File: src/common/cws_defines.svh
// offsets, field positions, reset values and counts for the cpu clock select block
`ifndef CWS_DEFINES_SVH
`define CWS_DEFINES_SVH

// register indices on the plain register port
`define CWS_CONFIG_ADDR 4'h0
`define CWS_STATUS_ADDR 4'h1
`define CWS_MASK_ADDR 4'h2
`define CWS_CLKSTAT_ADDR 4'h3

// field positions
`define CWS_WD_DISABLE_BIT 4
`define CWS_FAIL_BIT 0
`define CWS_STAT_FAIL_BIT 3
`define CWS_STAT_PLL_BIT 4
`define CWS_STAT_WD_BIT 5

// reset values
`define CWS_CONFIG_RST 16'h0000
`define CWS_STATUS_RST 16'h0000
`define CWS_MASK_RST 16'h0000
`define CWS_HP_INIT 8'h04

// counts
`define CWS_WD_LIMIT 5'h10
`define CWS_FREE_DIV 8'h04
`define CWS_HP_MIN 8'h01

`endif

File: src/common/cws_pkg.sv
// types for the cpu clock select block
package cws_pkg;

  typedef enum logic [2:0] {
    CWS_X2P5 = 3'b000,
    CWS_PRESCALE = 3'b001,
    CWS_X1P5 = 3'b010,
    CWS_DIRECT = 3'b011,
    CWS_X5 = 3'b100,
    CWS_X2 = 3'b101,
    CWS_X3 = 3'b110,
    CWS_X4 = 3'b111
  } cws_mode_e;

  typedef struct packed {
    logic [3:0] addr;
    logic [15:0] wdata;
    logic wr;
    logic rd;
  } cws_bus_req_s;

  typedef struct packed {
    logic [3:0] sync_trans;
    logic [4:0] expect_hp;
  } cws_pll_cfg_s;

endpackage

File: src/cws_osc_watchdog.sv
// oscillator watchdog counter
`timescale 1ns/10ps
`include "cws_defines.svh"
module cws_osc_watchdog (
  // clock and reset
  input wire logic sys_clk,
  input wire logic reset,
  input wire logic clk_en,
  // control
  input wire logic enable,
  input wire logic pll_tick,
  input wire logic osc_edge,
  // result
  output logic overflow
);

  logic [4:0] cnt_q;
  logic [4:0] cnt_d;
  logic ovf_q;
  logic ovf_d;

  always_comb
  begin
    cnt_d = cnt_q;
    ovf_d = 1'b0;
    if (!enable)
    begin
      cnt_d = 5'h00;
    end
    else if (osc_edge)
    begin
      cnt_d = 5'h00;
    end
    else if (pll_tick)
    begin
      if (cnt_q == `CWS_WD_LIMIT - 5'h01)
      begin
        cnt_d = 5'h00;
        ovf_d = 1'b1;
      end
      else
      begin
        cnt_d = cnt_q + 5'h01;
      end
    end
  end

  always_ff @(posedge sys_clk)
  begin
    if (reset)
    begin
      cnt_q <= 5'h00;
      ovf_q <= 1'b0;
    end
    else if (clk_en)
    begin
      cnt_q <= cnt_d;
      ovf_q <= ovf_d;
    end
  end

  assign overflow = ovf_q;

endmodule // cws_osc_watchdog

File: src/cws_pll_gen.sv
// pll half-period generator with gradual lock to the input clock
`timescale 1ns/10ps
`include "cws_defines.svh"
module cws_pll_gen (
  // clock and reset
  input wire logic sys_clk,
  input wire logic reset,
  input wire logic clk_en,
  // control
  input wire logic enable,
  input wire logic osc_edge,
  input wire cws_pkg::cws_pll_cfg_s cfg,
  // half-period pulse
  output logic hp_tick
);

  logic [7:0] len_q;
  logic [7:0] len_d;
  logic [7:0] cnt_q;
  logic [7:0] cnt_d;
  logic [3:0] trans_q;
  logic [3:0] trans_d;
  logic [5:0] seen_q;
  logic [5:0] seen_d;
  logic tick_q;
  logic tick_d;

  always_comb
  begin
    len_d = len_q;
    cnt_d = cnt_q;
    trans_d = trans_q;
    seen_d = seen_q;
    tick_d = 1'b0;
    if (enable)
    begin
      if (cnt_q + 8'h01 >= len_q)
      begin
        cnt_d = 8'h00;
        tick_d = 1'b1;
        seen_d = seen_q + 6'h01;
      end
      else
      begin
        cnt_d = cnt_q + 8'h01;
      end
      if (osc_edge)
      begin
        if (trans_q + 4'h1 >= cfg.sync_trans)
        begin
          trans_d = 4'h0;
          seen_d = 6'h00;
          if (seen_q < {1'b0, cfg.expect_hp} && len_q > `CWS_HP_MIN)
          begin
            len_d = len_q - 8'h01;
          end
          else if (seen_q > {1'b0, cfg.expect_hp} && len_q != 8'hFF)
          begin
            len_d = len_q + 8'h01;
          end
        end
        else
        begin
          trans_d = trans_q + 4'h1;
        end
      end
    end
    else
    begin
      cnt_d = 8'h00;
      trans_d = 4'h0;
      seen_d = 6'h00;
    end
  end

  always_ff @(posedge sys_clk)
  begin
    if (reset)
    begin
      len_q <= `CWS_HP_INIT;
      cnt_q <= 8'h00;
      trans_q <= 4'h0;
      seen_q <= 6'h00;
      tick_q <= 1'b0;
    end
    else if (clk_en)
    begin
      len_q <= len_d;
      cnt_q <= cnt_d;
      trans_q <= trans_d;
      seen_q <= seen_d;
      tick_q <= tick_d;
    end
  end

  assign hp_tick = tick_q;

endmodule // cws_pll_gen

File: src/cws_clock_select.sv
// cpu clock select with oscillator watchdog, top level
//
// The register offsets and the strobed register port were decided locally.
`timescale 1ns/10ps
`include "cws_defines.svh"
module cws_clock_select #(
  parameter logic [7:0] FREE_DIV = `CWS_FREE_DIV
) (
  // clock, reset, enable
  input wire logic sys_clk,
  input wire logic reset,
  input wire logic clk_en,
  // external clock and straps
  input wire logic osc_input_pin,
  input wire logic [2:0] clock_mode_pins,
  // register port
  input wire cws_pkg::cws_bus_req_s bus_req,
  output logic [15:0] rd_data,
  // clock outputs
  output logic cpu_clk,
  output logic clock_half_period,
  output logic pll_enable,
  // interrupt
  output logic osc_fail_irq
);

  // mode helpers
  function automatic logic is_wd_mode(input cws_pkg::cws_mode_e m);
    is_wd_mode = (m == cws_pkg::CWS_DIRECT) || (m == cws_pkg::CWS_PRESCALE);
  endfunction

  function automatic cws_pkg::cws_pll_cfg_s pll_cfg(input cws_pkg::cws_mode_e m);
    cws_pkg::cws_pll_cfg_s c;
    c.sync_trans = 4'h2;
    c.expect_hp = 5'h02;
    case (m)
      cws_pkg::CWS_X4:
      begin
        c.sync_trans = 4'h4;
        c.expect_hp = 5'h10;
      end
      cws_pkg::CWS_X3:
      begin
        c.sync_trans = 4'h3;
        c.expect_hp = 5'h09;
      end
      cws_pkg::CWS_X2:
      begin
        c.sync_trans = 4'h2;
        c.expect_hp = 5'h04;
      end
      cws_pkg::CWS_X5:
      begin
        c.sync_trans = 4'h5;
        c.expect_hp = 5'h19;
      end
      cws_pkg::CWS_X1P5:
      begin
        c.sync_trans = 4'h6;
        c.expect_hp = 5'h09;
      end
      cws_pkg::CWS_X2P5:
      begin
        c.sync_trans = 4'hA;
        c.expect_hp = 5'h19;
      end
      default:
      begin
        c.sync_trans = 4'h2;
        c.expect_hp = 5'h02;
      end
    endcase
    pll_cfg = c;
  endfunction

  // mode latch
  cws_pkg::cws_mode_e mode_q;
  cws_pkg::cws_mode_e mode_d;

  always_comb
  begin
    mode_d = mode_q;
    if (reset)
    begin
      mode_d = cws_pkg::cws_mode_e'(clock_mode_pins);
    end
  end

  always_ff @(posedge sys_clk)
  begin
    mode_q <= mode_d;
  end

  // oscillator input edges
  logic osc_q;
  logic osc_d;
  logic osc_edge;
  logic osc_rise;

  always_comb
  begin
    osc_d = osc_input_pin;
    osc_edge = osc_input_pin ^ osc_q;
    osc_rise = osc_input_pin & ~osc_q;
  end

  always_ff @(posedge sys_clk)
  begin
    if (reset)
    begin
      osc_q <= 1'b0;
    end
    else if (clk_en)
    begin
      osc_q <= osc_d;
    end
  end

  // register state
  logic [15:0] config_q;
  logic [15:0] config_d;
  logic [15:0] status_q;
  logic [15:0] status_d;
  logic [15:0] mask_q;
  logic [15:0] mask_d;
  logic [15:0] rdata_q;
  logic [15:0] rdata_d;
  logic irq_q;
  logic irq_d;

  // clock state
  logic fail_q;
  logic fail_d;
  logic cpu_clk_q;
  logic cpu_clk_d;
  logic hp_q;
  logic hp_d;
  logic pll_en_q;
  logic pll_en_d;
  logic [7:0] fr_cnt_q;
  logic [7:0] fr_cnt_d;
  logic fr_tick;

  logic wd_mode;
  logic wd_on;
  logic wd_ovf;
  logic pll_mode;
  logic pll_tick;
  logic src_tick;
  cws_pkg::cws_pll_cfg_s cfg;

  always_comb
  begin
    wd_mode = is_wd_mode(mode_q);
    pll_mode = !is_wd_mode(mode_q);
    wd_on = wd_mode && !config_q[`CWS_WD_DISABLE_BIT] && !fail_q;
    cfg = pll_cfg(mode_q);
  end

  // free-running pll clock
  always_comb
  begin
    fr_cnt_d = fr_cnt_q;
    fr_tick = 1'b0;
    if (wd_on || fail_q)
    begin
      if (fr_cnt_q + 8'h01 >= FREE_DIV)
      begin
        fr_cnt_d = 8'h00;
        fr_tick = 1'b1;
      end
      else
      begin
        fr_cnt_d = fr_cnt_q + 8'h01;
      end
    end
    else
    begin
      fr_cnt_d = 8'h00;
    end
  end

  always_ff @(posedge sys_clk)
  begin
    if (reset)
    begin
      fr_cnt_q <= 8'h00;
    end
    else if (clk_en)
    begin
      fr_cnt_q <= fr_cnt_d;
    end
  end

  cws_osc_watchdog u_watchdog (
    .sys_clk(sys_clk),
    .reset(reset),
    .clk_en(clk_en),
    .enable(wd_on),
    .pll_tick(fr_tick),
    .osc_edge(osc_edge),
    .overflow(wd_ovf)
  );

  cws_pll_gen u_pll (
    .sys_clk(sys_clk),
    .reset(reset),
    .clk_en(clk_en),
    .enable(pll_mode),
    .osc_edge(osc_edge),
    .cfg(cfg),
    .hp_tick(pll_tick)
  );

  // cpu clock source selection
  always_comb
  begin
    fail_d = fail_q | wd_ovf;
    pll_en_d = pll_mode || wd_on || fail_d;
    cpu_clk_d = cpu_clk_q;
    src_tick = 1'b0;
    if (fail_q)
    begin
      src_tick = fr_tick;
    end
    else if (mode_q == cws_pkg::CWS_DIRECT)
    begin
      src_tick = osc_edge;
    end
    else if (mode_q == cws_pkg::CWS_PRESCALE)
    begin
      src_tick = osc_rise;
    end
    else
    begin
      src_tick = pll_tick;
    end
    if (!fail_q && mode_q == cws_pkg::CWS_DIRECT)
    begin
      cpu_clk_d = osc_input_pin;
    end
    else if (src_tick)
    begin
      cpu_clk_d = !cpu_clk_q;
    end
    hp_d = src_tick;
  end

  always_ff @(posedge sys_clk)
  begin
    if (reset)
    begin
      fail_q <= 1'b0;
      cpu_clk_q <= 1'b0;
      hp_q <= 1'b0;
      pll_en_q <= 1'b0;
    end
    else if (clk_en)
    begin
      fail_q <= fail_d;
      cpu_clk_q <= cpu_clk_d;
      hp_q <= hp_d;
      pll_en_q <= pll_en_d;
    end
  end

  // register port
  always_comb
  begin
    config_d = config_q;
    status_d = status_q;
    mask_d = mask_q;
    rdata_d = 16'h0000;
    if (bus_req.wr)
    begin
      if (bus_req.addr == `CWS_CONFIG_ADDR)
      begin
        config_d = bus_req.wdata;
      end
      else if (bus_req.addr == `CWS_STATUS_ADDR)
      begin
        status_d = status_q & ~bus_req.wdata;
      end
      else if (bus_req.addr == `CWS_MASK_ADDR)
      begin
        mask_d = bus_req.wdata;
      end
    end
    if (wd_ovf)
    begin
      status_d[`CWS_FAIL_BIT] = 1'b1;
    end
    if (bus_req.rd)
    begin
      if (bus_req.addr == `CWS_CONFIG_ADDR)
      begin
        rdata_d = config_q;
      end
      else if (bus_req.addr == `CWS_STATUS_ADDR)
      begin
        rdata_d = status_q;
      end
      else if (bus_req.addr == `CWS_MASK_ADDR)
      begin
        rdata_d = mask_q;
      end
      else if (bus_req.addr == `CWS_CLKSTAT_ADDR)
      begin
        rdata_d[2:0] = mode_q;
        rdata_d[`CWS_STAT_FAIL_BIT] = fail_q;
        rdata_d[`CWS_STAT_PLL_BIT] = pll_en_q;
        rdata_d[`CWS_STAT_WD_BIT] = wd_on;
      end
    end
    irq_d = |(status_d & mask_d);
  end

  always_ff @(posedge sys_clk)
  begin
    if (reset)
    begin
      config_q <= `CWS_CONFIG_RST;
      status_q <= `CWS_STATUS_RST;
      mask_q <= `CWS_MASK_RST;
      rdata_q <= 16'h0000;
      irq_q <= 1'b0;
    end
    else if (clk_en)
    begin
      config_q <= config_d;
      status_q <= status_d;
      mask_q <= mask_d;
      rdata_q <= rdata_d;
      irq_q <= irq_d;
    end
  end

  assign rd_data = rdata_q;
  assign cpu_clk = cpu_clk_q;
  assign clock_half_period = hp_q;
  assign pll_enable = pll_en_q;
  assign osc_fail_irq = irq_q;

endmodule // cws_clock_select

File: config.mk
export PLATFORM = sky130hd
export DESIGN_NAME = cws_clock_select
export DESIGN_NICKNAME = d
export VERILOG_FILES = /design/src/common/cws_pkg.sv /design/src/cws_osc_watchdog.sv /design/src/cws_pll_gen.sv /design/src/cws_clock_select.sv
export VERILOG_INCLUDE_DIRS = /design/src /design/src/common
export SDC_FILE = /design/constraint.sdc
export NUM_CORES = 1
export LEC_CHECK = 0
export BUFFER_PORTS_ARGS = -buffer_cell sky130_fd_sc_hd__buf_2
export CAP_MARGIN = 10
export CORE_MARGIN = 1
export CORE_UTILIZATION = 55
export DETAILED_ROUTE_END_ITERATION = 8
export PLACE_DENSITY = 0.74
export SYNTH_ARGS = -nofsm -noshare
export SYNTH_HDL_FRONTEND = slang
export SYNTH_SLANG_ARGS = --single-unit
File: constraint.sdc
create_clock -name sys_clk -period 3 [get_ports sys_clk]
set_input_delay 0.6 -clock sys_clk [delete_from_list [all_inputs] [get_ports sys_clk]]
set_output_delay 0.6 -clock sys_clk [all_outputs]
set_load 0.005 [all_outputs]
==> impl_metrics.py <==
metrics = {
    "route": {
        "wl_met2_um": 7140,
        "vias_per_cell": 6.06,
        "drt_iter0_drc": 552,
        "drt-total-wl_um": 15200,
        "wl_met3_um": 925,
        "vias": 5433,
        "drt-wirelength-per-cell_um": 17.0,
        "drtAntennaViolNets": 0,
        "dr.max_layer_used": "met4",
        "met1_length_um": 6840,
        "dr.pass1.iters": 5,
        "drc_errors": 0,
    },
    "place": {
        "port_buffers": 48,
        "dp_hpwl_um": 10500,
        "gp_congestion": 0.893,
    },
    "clock_tree": {
        "postCtsSetupBuffers": 0,
        "cts_tree": "built",
        "worst_skew_pair.late_latency_ns": 0.51,
        "cts_buffers": 17,
        "cts_root_buf": "clkbuf_8",
        "clock_path_buffers": 2,
        "htree_levels": 4,
        "cts.sinks": 114,
        "holdBufCountCts": 0,
        "ctsResizeCount": 0,
        "clk_pin_slew_worst_paths_ns": 0.05,
    },
    "global_routing": {
        "grt_pass1_wl_um": 24700,
        "grt_max_degree": 44,
        "antenna_found_initial": 0,
        "track_usage_pct": 28.0,
        "grt_pass1_vias": 5156,
        "grt_overflow": 0,
    },
    "floorplanning": {
        "die_height_um": 106,
        "dieArea_um2": 11200,
        "start_util_pct": 57.1,
        "core_um2": 10400,
        "ios": 49,
        "die_w_um": 106,
        "row_count": 37,
    },
    "logic_synthesis": {
        "synthTopCellsByCount": "dfxtp_1 (111), nand2_1 (90), a21oi_1 (74), nor2_1 (44), mux2i_1 (36)",
        "synth_fp_nets": 758,
        "synth_cell_types": 67,
        "yosysTopAreaCell": "dfxtp_1",
        "synthArstFlopShare_pct": 0,
        "synth_seq_cells": 114,
        "syn_area_um2": 5950,
        "yosys_warnings": 0,
        "ys.flop_type": "dfxtp_1",
        "yosysSeqAreaShare_pct": 38.9,
        "syn_area_per_cell_um2": 8.47,
        "synth_edf_count": 3,
        "synth_top_area_share_pct": 37.4,
        "yosysMostFrequentCell": "dfxtp_1",
        "postSynthCellCount": 702,
        "synth_area_leaders": "dfxtp_1 (37%), a21oi_1 (6.2%), mux2i_1 (6.1%)",
    },
    "critical_path": {
        "crit_chain": "nand3_1, o21a_1, ha_1, and4b_1, o21ai_0, o311a_1, buf_4, mux2_4, or3_1, a21oi_1",
        "cp_num_cells": 10,
        "worstPathMaxFanout": 11,
        "end_kind": "register",
        "crit_slowest_cell": "edfxtp_1",
        "cp_num_buf_inv": 1,
        "worstPathRequired_ns": 3.44,
        "crit_type": "register to register",
        "crit_family": "compound AO/OA/AOI/OAI gates",
        "r2r_cells": 10,
        "cpPeakStageDelay_ns": 0.55,
        "start_kind": "register",
        "crit_arrival_ns": 3.24,
    },
    "power_and_ir_drop": {
        "combPwrFrac_pct": 8.1,
        "p_sw_mw": 0.917,
        "finalPower_mw": 3.88,
        "max-vdd-ir-drop_mv": 0.320,
        "clock_power_share_pct": 51.5,
        "pwr-share-seq_pct": 40.4,
        "power.leakage_nw": 2.91,
        "p_int_mw": 2.97,
        "switching_share_pct": 23.6,
        "cellPowerDensity_nw_per_um2": 562,
    },
    "finish": {
        "num_antenna_cells": 0,
        "drive_gt1_share_pct": 14.3,
        "area_growth_pct": 16.1,
        "num-nets-final": 803,
    },
    "status": {
        "status": "complete, no violations",
    },
    "timing": {
        "slew_violations": 0,
        "fin_crit_ns": 2.80,
        "final_hold_viol_count": 0,
        "fin_crit_sh_pct": 93.3,
        "setup_tns_ns": 0,
        "setup_viol": 0,
        "fin_worst_skew_ns": 0.00637,
        "max_slew_margin_pct": 45.4,
        "clock.fmax_mhz": 357,
        "tightest_slew_ns": 0.816,
        "grt_setup_unrepaired": "false",
        "hold_ws_ns": 0.285,
    },
    "worst_hold_path": {
        "hold_class": "primary input to register",
        "hold_depth": 1,
    },
    "flow_run": {
        "cap_violations": 0,
    },
}
-- cell families (layout without fill, tap and decap cells) --
family / after synthesis / in the layout / share of synthesized area (%)
XOR/XNOR: 13 / 13 / 1.91
AND/OR/NAND/NOR: 261 / 261 / 22.1
multiplexers: 40 / 40 / 6.88
adder cells (fa/ha/maj): 27 / 27 / 5.68
flip-flops: 114 / 114 / 38.9
buffers and inverters: 70 / 128 / 4.88
AO/OA/AOI/OAI: 177 / 177 / 19.6
-- power by group through the flow --
stage                     registers [mW]  logic (mW)  clock network, mW
after floorplan                     1.59       0.208                  0
after global placement              1.60       0.296                  0
after detailed placement            1.60       0.306                  0
after CTS                           1.57       0.308               2.01
after global routing                1.57       0.340               2.10
final                               1.57       0.314               2.00
-- worst register-to-register path, cell delays in order, from the launching register on --
cell	delay (ns)
edfxtp_1	0.55
nand3_1	0.12
o21a_1	0.13
ha_1	0.30
and4b_1	0.21
o21ai_0	0.16
o311a_1	0.31
buf_4	0.21
mux2_4	0.31
or3_1	0.30
a21oi_1	0.14
-- cells in the final DEF (no fill, tap or decap), types with 21 or more instances in the layout --
master and n:
nand2b_1 21, mux2i_1 36, nand2_1 90, ha_1 27, inv_1 30, buf_2 48, nor2_1 43, a21oi_1 74
dfxtp_1 111
-- area by class of cell --
type                            count  area [um^2]
Sequential cell                   114         2310
Tap cell                          136          170
Fill cell                         878         3510
Clock inverter                     10          131
Clock buffer                       22          453
Inverter                           30          113
Multi-Input combinational cell    518         3350
Timing Repair Buffer               66          375
-- routing by layer --
metal	global-route usage, %	vias up
met1	36.1	2576
met4	11.2	0
met3	6.25	29
met5	0	-
met2	45.5	213
li1	-	2615
-- final timing paths --
check / start / to / slack [ns]
max: mode_q[0] / u_pll.len_q[6] / 0.20
min: clock_mode_pins[2] / mode_q[2] / 0.29
max reg2reg: mode_q[0] / u_pll.len_q[6] / 0.20
min reg2reg: rd_data[13] / rd_data[13] / 0.44
-- through the flow --
| stage | area (um^2) | util [%] | setup slack, ns | cells |
|---|---|---|---|---|
| 3_3_place_gp | 6320 | 60.7 | 0.326 | 864 |
| 6_report | 6910 | 66.3 | 0.200 | 896 |
| 2_1_floorplan | 5950 | - | 0.251 | 702 |
| 5_1_grt | 6910 | 66.3 | 0.0416 | 896 |
| 4_1_cts | 6910 | 66.3 | 0.188 | 896 |
| 3_5_place_dp | 6320 | 60.7 | 0.195 | 864 |
-- state kept, by name, indices dropped and copies added (netlist names) --
| name | flops |
|---|---|
| config_q | 16 |
| mask_q | 16 |
| rd_data | 16 |
| status_q | 16 |
| fr_cnt_q | 8 |
| u_pll.cnt_q | 8 |
| u_pll.len_q | 8 |
| u_pll.seen_q | 6 |
| u_watchdog.cnt_q | 5 |
| u_pll.trans_q | 4 |
| mode_q | 3 |
| clock_half_period | 1 |
| cpu_clk | 1 |
| fail_q | 1 |
| osc_fail_irq | 1 |
| osc_q | 1 |
| pll_enable | 1 |
| u_pll.hp_tick | 1 |
| u_watchdog.overflow | 1 |
(Power assumes the default switching activity.)
